### config.mk
export PLATFORM = sky130hd
export DESIGN_NAME = msc_status_ctrl
export DESIGN_NICKNAME = d
export VERILOG_FILES = /design/src/msc_pkg.sv /design/src/msc_bank_if.sv /design/src/msc_err_bank.sv /design/src/msc_status_ctrl.sv
export SDC_FILE = /design/constraint.sdc
export NUM_CORES = 1
export LEC_CHECK = 0
export BUFFER_PORTS_ARGS = -buffer_cell sky130_fd_sc_hd__buf_4
export CORE_MARGIN = 4
export CORE_UTILIZATION = 48
export DETAILED_ROUTE_END_ITERATION = 8
export PLACE_DENSITY = 0.88
export SLEW_MARGIN = 20
export SYNTH_ARGS = -nofsm -noshare
export SYNTH_HDL_FRONTEND = slang
export SYNTH_HIERARCHICAL = 1
export SYNTH_SLANG_ARGS = --single-unit
### constraint.sdc
create_clock -name aclk -period 3.1 [get_ports aclk]
set_clock_uncertainty 0.15 [all_clocks]
set_input_delay 0.465 -clock aclk [delete_from_list [all_inputs] [get_ports aclk]]
set_output_delay 0.465 -clock aclk [all_outputs]
set_load 0.005 [all_outputs]
### src/msc_pkg.sv
package msc_pkg;

   // bus geometry: registers sit at byte address four times their index
   localparam int ADDR_W = 12;
   localparam int DATA_W = 32;
   localparam int IDX_W = 10;

   // register indices
   localparam logic [IDX_W-1:0] IDX_ERR_STAT_CTRL = 10'h0e2;
   localparam logic [IDX_W-1:0] IDX_HOST_FAULT = 10'h0f0;
   localparam logic [IDX_W-1:0] IDX_MGMT_FAULT = 10'h0f1;
   localparam logic [IDX_W-1:0] IDX_CONFIG = 10'h0f2;
   localparam logic [IDX_W-1:0] IDX_IRQ_STATUS = 10'h0f3;
   localparam logic [IDX_W-1:0] IDX_IRQ_MASK = 10'h0f4;

   // error_status_control fields
   localparam int BIT_PWM_OVERRIDE = 0;
   localparam int BIT_READ_CLEAR = 1;
   localparam int BIT_AM4 = 2;
   localparam int BIT_AM5 = 3;
   localparam int EDGE_LSB = 4;
   localparam int BIT_HOST_SUMMARY = 6;
   localparam int BIT_MGMT_SUMMARY = 7;
   localparam logic [7:0] ERR_STAT_CTRL_RESET = 8'h00;

   // configuration fields
   localparam int CFG_LOCK = 0;
   localparam int CFG_ALERT_EN = 1;
   localparam logic [1:0] CONFIG_RESET = 2'h0;

   // interrupt status and mask fields
   localparam int IRQ_W = 3;
   localparam int IRQ_MGMT_FAULT = 0;
   localparam int IRQ_HOST_FAULT = 1;
   localparam int IRQ_FREEZE = 2;
   localparam logic [IRQ_W-1:0] IRQ_RESET = 3'h0;

   // error bank layout
   localparam int ERR_W = 8;
   localparam int ERR_INPUT4 = 0;
   localparam int ERR_INPUT5 = 1;
   localparam logic [ERR_W-1:0] ERR_RESET = 8'h00;

   // pwm duty
   localparam int DUTY_W = 8;
   localparam logic [DUTY_W-1:0] DUTY_FULL = 8'hff;
   localparam logic [DUTY_W-1:0] DUTY_RESET = 8'h00;

   // axi responses
   localparam logic [1:0] RESP_OKAY = 2'h0;
   localparam logic [1:0] RESP_DECERR = 2'h3;

   typedef enum logic [1:0] {
      MSC_EDGE_EITHER = 2'b00,
      MSC_EDGE_RISE = 2'b01,
      MSC_EDGE_FALL = 2'b10,
      MSC_EDGE_RESERVED = 2'b11
   } msc_edge_type;

endpackage

### src/msc_bank_if.sv
`timescale 1ns/1ps
`default_nettype none
interface msc_bank_if #(parameter int N = 8);
   logic [N-1:0] event_in;
   logic am4;
   logic am5;
   logic read_clear;
   logic rd_clr;
   logic wr_clr;
   logic [N-1:0] wr_data;
   logic [N-1:0] status;
   logic frozen;
   logic recorded;

   modport bank (
      input event_in, am4, am5, read_clear, rd_clr, wr_clr, wr_data,
      output status, frozen, recorded
   );
   modport ctrl (
      output event_in, am4, am5, read_clear, rd_clr, wr_clr, wr_data,
      input status, frozen, recorded
   );
endinterface
`default_nettype wire

### src/msc_err_bank.sv
`timescale 1ns/1ps
`default_nettype none
module msc_err_bank
   import msc_pkg::*;
#(
   parameter int N = ERR_W
) (
   // clock and reset
   input wire logic aclk,
   input wire logic aresetn,
   // control side
   msc_bank_if.bank b
);
   logic [N-1:0] status;
   wire freeze4 = b.am4 & (status[ERR_INPUT4] | b.event_in[ERR_INPUT4]);
   wire freeze5 = b.am5 & (status[ERR_INPUT5] | b.event_in[ERR_INPUT5]);
   wire [N-1:0] trig4 = N'(freeze4) << ERR_INPUT4;
   wire [N-1:0] trig5 = N'(freeze5) << ERR_INPUT5;
   // while frozen only the triggering inputs may still record
   wire [N-1:0] keep = (freeze4 | freeze5) ? (trig4 | trig5) : {N{1'b1}};
   wire [N-1:0] accepted = b.event_in & keep;
   wire [N-1:0] rd_mask = (b.rd_clr & b.read_clear) ? {N{1'b1}} : {N{1'b0}};
   wire [N-1:0] wr_mask = (b.wr_clr & ~b.read_clear) ? b.wr_data : {N{1'b0}};
   // a new event wins over a clear in the same cycle
   wire [N-1:0] next_status = (status & ~(rd_mask | wr_mask)) | accepted;

   always_ff @(posedge aclk) begin
      if (!aresetn) begin
         status <= ERR_RESET;
      end else begin
         status <= next_status;
      end
   end

   assign b.status = status;
   assign b.frozen = (b.am4 & status[ERR_INPUT4]) | (b.am5 & status[ERR_INPUT5]);
   assign b.recorded = |(accepted & ~status);
endmodule
`default_nettype wire

### src/msc_status_ctrl.sv
// The AXI4-Lite slave port was chosen for this implementation.
`timescale 1ns/1ps
`default_nettype none
module msc_status_ctrl
   import msc_pkg::*;
#(
   parameter int NUM_PWM = 2,
   parameter int NUM_ERR = msc_pkg::ERR_W
) (
   // clock and reset
   input wire logic aclk,
   input wire logic aresetn,
   // axi4-lite write address
   input wire logic [msc_pkg::ADDR_W-1:0] s_axi_awaddr,
   input wire logic [2:0] s_axi_awprot,
   input wire logic s_axi_awvalid,
   output logic s_axi_awready,
   // axi4-lite write data
   input wire logic [msc_pkg::DATA_W-1:0] s_axi_wdata,
   input wire logic [3:0] s_axi_wstrb,
   input wire logic s_axi_wvalid,
   output logic s_axi_wready,
   // axi4-lite write response
   output logic [1:0] s_axi_bresp,
   output logic s_axi_bvalid,
   input wire logic s_axi_bready,
   // axi4-lite read address
   input wire logic [msc_pkg::ADDR_W-1:0] s_axi_araddr,
   input wire logic [2:0] s_axi_arprot,
   input wire logic s_axi_arvalid,
   output logic s_axi_arready,
   // axi4-lite read data
   output logic [msc_pkg::DATA_W-1:0] s_axi_rdata,
   output logic [1:0] s_axi_rresp,
   output logic s_axi_rvalid,
   input wire logic s_axi_rready,
   // error events, one-cycle pulses from monitor logic on aclk
   input wire logic [NUM_ERR-1:0] err_event,
   // fan pwm
   input wire logic [NUM_PWM*msc_pkg::DUTY_W-1:0] pwm_auto_duty,
   output logic [NUM_PWM*msc_pkg::DUTY_W-1:0] pwm_duty,
   // tachometer edge steering
   output logic [1:0] tach_edge_sel,
   output logic tach_count_rise,
   output logic tach_count_fall,
   // alert and interrupt
   output logic alert_out,
   output logic irq
);
   import msc_pkg::*;

   function automatic logic hit(input logic [ADDR_W-1:0] addr, input logic [IDX_W-1:0] idx);
      hit = (addr[ADDR_W-1:2] == idx);
   endfunction

   // ---- register state
   logic pwm_full_override;
   logic read_clear_error_mode;
   logic input4_auto_mask_enable;
   logic input5_auto_mask_enable;
   logic [1:0] tach_edge;
   logic cfg_lock;
   logic cfg_alert_en;
   logic [IRQ_W-1:0] irq_status;
   logic [IRQ_W-1:0] irq_mask;
   logic mgmt_frozen_q;

   // ---- axi write channel state
   logic aw_full;
   logic w_full;
   logic [ADDR_W-1:0] aw_addr;
   logic [7:0] w_byte;
   logic w_lane0;
   logic bvalid;
   logic [1:0] bresp;

   // ---- axi read channel state
   logic rvalid;
   logic [DATA_W-1:0] rdata;
   logic [1:0] rresp;

   // ---- error banks
   msc_bank_if #(.N(NUM_ERR)) host_bus ();
   msc_bank_if #(.N(NUM_ERR)) mgmt_bus ();

   msc_err_bank #(.N(NUM_ERR)) u_host_bank (
      .aclk(aclk),
      .aresetn(aresetn),
      .b(host_bus.bank)
   );

   msc_err_bank #(.N(NUM_ERR)) u_mgmt_bank (
      .aclk(aclk),
      .aresetn(aresetn),
      .b(mgmt_bus.bank)
   );

   // ---- write decode
   wire do_write = aw_full & w_full & ~bvalid;
   wire wr_en = do_write & w_lane0;
   wire wr_esc = wr_en & hit(aw_addr, IDX_ERR_STAT_CTRL);
   wire wr_host = wr_en & hit(aw_addr, IDX_HOST_FAULT);
   wire wr_mgmt = wr_en & hit(aw_addr, IDX_MGMT_FAULT);
   wire wr_cfg = wr_en & hit(aw_addr, IDX_CONFIG);
   wire wr_irq_stat = wr_en & hit(aw_addr, IDX_IRQ_STATUS);
   wire wr_irq_mask = wr_en & hit(aw_addr, IDX_IRQ_MASK);
   wire wr_mapped = hit(aw_addr, IDX_ERR_STAT_CTRL) | hit(aw_addr, IDX_HOST_FAULT) |
                    hit(aw_addr, IDX_MGMT_FAULT) | hit(aw_addr, IDX_CONFIG) |
                    hit(aw_addr, IDX_IRQ_STATUS) | hit(aw_addr, IDX_IRQ_MASK);

   // ---- read decode
   wire rd_take = s_axi_arvalid & ~rvalid;
   wire rd_esc = hit(s_axi_araddr, IDX_ERR_STAT_CTRL);
   wire rd_host = hit(s_axi_araddr, IDX_HOST_FAULT);
   wire rd_mgmt = hit(s_axi_araddr, IDX_MGMT_FAULT);
   wire rd_cfg = hit(s_axi_araddr, IDX_CONFIG);
   wire rd_irq_stat = hit(s_axi_araddr, IDX_IRQ_STATUS);
   wire rd_irq_mask = hit(s_axi_araddr, IDX_IRQ_MASK);
   wire rd_mapped = rd_esc | rd_host | rd_mgmt | rd_cfg | rd_irq_stat | rd_irq_mask;

   // ---- summaries and composed register image
   wire host_fault_summary = |host_bus.status;
   wire mgmt_fault_summary = |mgmt_bus.status;
   wire [7:0] esc_image = {mgmt_fault_summary, host_fault_summary, tach_edge,
                           input5_auto_mask_enable, input4_auto_mask_enable,
                           read_clear_error_mode, pwm_full_override};

   wire [DATA_W-1:0] next_rdata =
      rd_esc ? DATA_W'(esc_image) :
      rd_host ? DATA_W'(host_bus.status) :
      rd_mgmt ? DATA_W'(mgmt_bus.status) :
      rd_cfg ? DATA_W'({cfg_alert_en, cfg_lock}) :
      rd_irq_stat ? DATA_W'(irq_status) :
      rd_irq_mask ? DATA_W'(irq_mask) : {DATA_W{1'b0}};

   // ---- bank control
   assign host_bus.event_in = err_event;
   assign host_bus.am4 = input4_auto_mask_enable;
   assign host_bus.am5 = input5_auto_mask_enable;
   assign host_bus.read_clear = 1'b0;
   assign host_bus.rd_clr = 1'b0;
   assign host_bus.wr_clr = wr_host;
   assign host_bus.wr_data = w_byte[NUM_ERR-1:0];

   assign mgmt_bus.event_in = err_event;
   assign mgmt_bus.am4 = input4_auto_mask_enable;
   assign mgmt_bus.am5 = input5_auto_mask_enable;
   assign mgmt_bus.read_clear = read_clear_error_mode;
   assign mgmt_bus.rd_clr = rd_take & rd_mgmt;
   assign mgmt_bus.wr_clr = wr_mgmt;
   assign mgmt_bus.wr_data = w_byte[NUM_ERR-1:0];

   // ---- interrupt sources
   // freeze entry is taken as an edge so a long freeze raises its flag once
   wire freeze_rise = mgmt_bus.frozen & ~mgmt_frozen_q;
   wire [IRQ_W-1:0] irq_set = {freeze_rise, host_bus.recorded, mgmt_bus.recorded};
   wire [IRQ_W-1:0] irq_clr = wr_irq_stat ? w_byte[IRQ_W-1:0] : {IRQ_W{1'b0}};
   wire [IRQ_W-1:0] next_irq_status = (irq_status & ~irq_clr) | irq_set;

   // ---- write channel
   // a pending response holds off both channels, so one write is under way
   always_ff @(posedge aclk) begin
      if (!aresetn) begin
         aw_full <= 1'b0;
         aw_addr <= '0;
      end else if (s_axi_awvalid & s_axi_awready) begin
         aw_full <= 1'b1;
         aw_addr <= s_axi_awaddr;
      end else if (do_write) begin
         aw_full <= 1'b0;
      end
   end

   always_ff @(posedge aclk) begin
      if (!aresetn) begin
         w_full <= 1'b0;
         w_byte <= 8'h00;
         w_lane0 <= 1'b0;
      end else if (s_axi_wvalid & s_axi_wready) begin
         w_full <= 1'b1;
         w_byte <= s_axi_wdata[7:0];
         w_lane0 <= s_axi_wstrb[0];
      end else if (do_write) begin
         w_full <= 1'b0;
      end
   end

   always_ff @(posedge aclk) begin
      if (!aresetn) begin
         bvalid <= 1'b0;
         bresp <= RESP_OKAY;
      end else if (do_write) begin
         bvalid <= 1'b1;
         bresp <= wr_mapped ? RESP_OKAY : RESP_DECERR;
      end else if (s_axi_bready) begin
         bvalid <= 1'b0;
      end
   end

   // ---- read channel
   // data are captured at the address edge, before a read-clear takes effect
   always_ff @(posedge aclk) begin
      if (!aresetn) begin
         rvalid <= 1'b0;
         rdata <= '0;
         rresp <= RESP_OKAY;
      end else if (rd_take) begin
         rvalid <= 1'b1;
         rdata <= next_rdata;
         rresp <= rd_mapped ? RESP_OKAY : RESP_DECERR;
      end else if (s_axi_rready) begin
         rvalid <= 1'b0;
      end
   end

   // ---- error_status_control writable fields; summary bits are not stored
   always_ff @(posedge aclk) begin
      if (!aresetn) begin
         pwm_full_override <= ERR_STAT_CTRL_RESET[BIT_PWM_OVERRIDE];
         read_clear_error_mode <= ERR_STAT_CTRL_RESET[BIT_READ_CLEAR];
         input4_auto_mask_enable <= ERR_STAT_CTRL_RESET[BIT_AM4];
         input5_auto_mask_enable <= ERR_STAT_CTRL_RESET[BIT_AM5];
         tach_edge <= ERR_STAT_CTRL_RESET[EDGE_LSB+:2];
      end else if (wr_esc) begin
         pwm_full_override <= w_byte[BIT_PWM_OVERRIDE];
         if (!cfg_lock) begin
            read_clear_error_mode <= w_byte[BIT_READ_CLEAR];
         end
         input4_auto_mask_enable <= w_byte[BIT_AM4];
         input5_auto_mask_enable <= w_byte[BIT_AM5];
         tach_edge <= w_byte[EDGE_LSB+:2];
      end
   end

   // ---- configuration: lock sets only, cleared by reset alone
   always_ff @(posedge aclk) begin
      if (!aresetn) begin
         cfg_lock <= CONFIG_RESET[CFG_LOCK];
         cfg_alert_en <= CONFIG_RESET[CFG_ALERT_EN];
      end else if (wr_cfg) begin
         cfg_lock <= cfg_lock | w_byte[CFG_LOCK];
         cfg_alert_en <= w_byte[CFG_ALERT_EN];
      end
   end

   // ---- interrupt registers
   always_ff @(posedge aclk) begin
      if (!aresetn) begin
         irq_status <= IRQ_RESET;
         mgmt_frozen_q <= 1'h0;
      end else begin
         irq_status <= next_irq_status;
         mgmt_frozen_q <= mgmt_bus.frozen;
      end
   end

   always_ff @(posedge aclk) begin
      if (!aresetn) begin
         irq_mask <= IRQ_RESET;
      end else if (wr_irq_mask) begin
         irq_mask <= w_byte[IRQ_W-1:0];
      end
   end

   // ---- pwm outputs
   wire [NUM_PWM*DUTY_W-1:0] next_pwm_duty;

   genvar gi;
   generate
      for (gi = 0; gi < NUM_PWM; gi++) begin : g_pwm
         // the override wins over whatever the fan loop asks for
         assign next_pwm_duty[gi*DUTY_W+:DUTY_W] = pwm_full_override ? DUTY_FULL :
                                                   pwm_auto_duty[gi*DUTY_W+:DUTY_W];
      end
   endgenerate

   always_ff @(posedge aclk) begin
      if (!aresetn) begin
         pwm_duty <= {NUM_PWM{DUTY_RESET}};
      end else begin
         pwm_duty <= next_pwm_duty;
      end
   end

   // ---- tach edge steering; the reserved code counts no edges
   wire count_rise_d = (tach_edge == MSC_EDGE_EITHER) | (tach_edge == MSC_EDGE_RISE);
   wire count_fall_d = (tach_edge == MSC_EDGE_EITHER) | (tach_edge == MSC_EDGE_FALL);

   always_ff @(posedge aclk) begin
      if (!aresetn) begin
         tach_edge_sel <= MSC_EDGE_EITHER;
         tach_count_rise <= 1'h1;
         tach_count_fall <= 1'h1;
      end else begin
         tach_edge_sel <= tach_edge;
         tach_count_rise <= count_rise_d;
         tach_count_fall <= count_fall_d;
      end
   end

   // ---- alert and interrupt outputs
   wire next_alert_out = mgmt_fault_summary & cfg_alert_en;
   wire next_irq = |(irq_status & irq_mask);

   always_ff @(posedge aclk) begin
      if (!aresetn) begin
         alert_out <= 1'h0;
      end else begin
         alert_out <= next_alert_out;
      end
   end

   always_ff @(posedge aclk) begin
      if (!aresetn) begin
         irq <= 1'h0;
      end else begin
         irq <= next_irq;
      end
   end

   // ---- bus outputs
   assign s_axi_awready = ~aw_full & ~bvalid;
   assign s_axi_wready = ~w_full & ~bvalid;
   assign s_axi_bvalid = bvalid;
   assign s_axi_bresp = bresp;
   assign s_axi_arready = ~rvalid;
   assign s_axi_rvalid = rvalid;
   assign s_axi_rdata = rdata;
   assign s_axi_rresp = rresp;

endmodule
`default_nettype wire

==> out/results.txt <==
critical path's slowest cell - nor2b_1
Worst path top cell family by delay - simple AND/OR/NAND/NOR gates
Peak VDD IR - 0.3068 mV
Crit. End Element - register
CP most frequent cell - nor2b_1
critical path depth - 7
CP max stage delay - 0.62 ns
DPL Wire Length - 7.360 mm
Initial Util - 49.73%
gp weighted congestion - 0.9049
Critical Setup Path Class - register to register
Overall Power - 2.321 mW
final wirelength - 9.959 mm
RR Startpoint - s_axi_bvalid
final hold vios - 0
RSZ-0062 raised after global routing - no
Ys Warns - 6
Die ar. - 9546 µm²
# IOs - 160
Slew Limit Fails - 0
Post-route DRC - 0
Leakage Power - 2.078 nW
Clock Latency Late Sink - 0.35 ns
Avg Cell Area, Syn - 8.149 µm²
crit path from - s_axi_bvalid
Synth Instances - 474
H-tree levels - 3
CTS tree - done
antenna violations before repair - 0
pin count of the biggest net entering global routing - 35
first-pass GRT wire length - 16.52 mm
grt ovf - 0
FF-to-FF End - u_host_bank/b.status[3]
Worst slew margin - 45.89%
Setup TNS - 0 ns
Resized cells post-CTS - 0
Hold Crit Depth - 2
Nets - 662
DR vias - 3649
worst slew pin tran - 0.8042 ns
# clock sinks - 86
placed cell count - 656
total inserted antenna cells - 0
clk buf depth - 2
Setup crit end - u_host_bank/b.status[3]
post-route minimum period - 2.632 ns
Data arrival, critical path - 2.72 ns
fin cells - 670
Syn Std Cell Area - 3862 µm²
CTS Buf Count - 9
Die H - 97.71 µm
vias in the first global route - 3598
worst reg2reg setup slack - 0.47 ns
CP Max Fanout - 8
Hold Path Class - input pin to register
max cap viols - 0
startpoint class of the critical path - register
Final Setup Violations - 0
period utilization - 84.90%
Post-CTS Setup Inserts - 0
area growth from synthesis to layout - 22.93%
power density over cell area - 488.8 nW/µm²
Critical path buffers and inverters - 0
share of cells above drive strength 1 - 21.30%
Clock transition at path regs - 0.08 ns
crit-path cells - and3b_1, nand4_2, nor4_1, nor2b_1, nand2_1, a32oi_1, nor2b_1
First DRT Iteration DRCs - 363
Routed Antenna Nets - 0
Buffers on Ports - 98
total track usage - 20.87%
Filler cells - 686
WL/cell - 14.86 µm
Hold-fix buffers, CTS - 0
Rows - 32
Root Buffer - clkbuf_8
CORE AREA - 7767 µm²
status - completed
fmax - 379.9 MHz
Worst Reg-to-Reg Cells - 7
Vias/cell - 5.446
DIE WIDTH - 97.71 µm
Crit path required time - 3.19 ns
drt pass-1 iters - 8
==> flip-flops by register name, summed over array words and instances, names as in the netlist, 3 cells and up <==
signal	flops
aw_addr	10
irq_status	3
host_bus.wr_data	8
u_host_bank/b.status	8
irq_mask	3
pwm_duty	16
u_mgmt_bank/b.status	8
s_axi_rdata	8
==> where the power goes <==
group	switching [mW]	internal, mW	total (mW)
registers	0.0569	1.16	1.22
clock network	0.380	0.446	0.826
logic	0.137	0.141	0.277
==> layout by cell type, fill, tap and decap left out, types with 2 or more instances in the layout <==
cell type,instances
conb_1,27
and3_1,2
mux2i_1,12
nor2b_1,28
nand2_1,70
dfxtp_1,86
o31ai_1,2
nor3_1,4
a22oi_1,7
clkbuf_8,9
a31oi_1,6
o22ai_1,8
nor2_1,49
o21ai_1,2
bufinv_16,2
a21oi_1,40
buf_4,101
and2_1,6
o21ai_0,22
a221o_2,2
nand3_1,4
nor4b_1,2
nor4_1,9
inv_1,27
a32oi_1,16
nand2b_1,3
==> layer usage <==
layer,wire (µm),GRT usage (%),vias up
met5,0,0,-
met3,920,5.169,35
met2,4798,35.11,185
met4,358,10.65,0
li1,-,-,1760
met1,3881,24.67,1669
==> area by class of cell <==
| type | instances | area, µm² | share of cell area, % |
|---|---|---|---|
| Multi-Input combinational cell | 339 | 1834 | 38.63 |
| Sequential cell | 86 | 1722 | 36.26 |
| Timing Repair Buffer | 101 | 758.2 | 15.97 |
| Clock buffer | 10 | 127.6 | 2.688 |
| Tap cell | 102 | 127.6 | 2.688 |
| Inverter | 28 | 105.1 | 2.213 |
| Clock inverter | 4 | 73.82 | 1.555 |
==> stage by stage <==
stage,utilization (%),area [µm²],hold WS [ns],setup slack [ns]
4_1_cts,61.13,4748,0.1400,0.5370
6_report,61.13,4748,0.1500,0.4680
2_1_floorplan,-,3960,0.2404,0.9569
3_5_place_dp,58.54,4547,0.2906,0.5943
5_1_grt,61.13,4748,0.1471,0.3063
3_3_place_gp,58.54,4547,0.2825,0.6749
==> how the worst min path moves through the flow <==
stage / end / startpoint / slack, ns
6_report: s_axi_rvalid / s_axi_rready / 0.15
5_1_grt: s_axi_rvalid / s_axi_rready / 0.15
4_1_cts: s_axi_rvalid / s_axi_rready / 0.14
3_5_place_dp: tach_count_rise / tach_edge[1] / 0.29
3_3_place_gp: tach_count_rise / tach_edge[1] / 0.28
2_1_floorplan: tach_count_fall / tach_edge[0] / 0.24
Power figures use the tool's default switching activity.
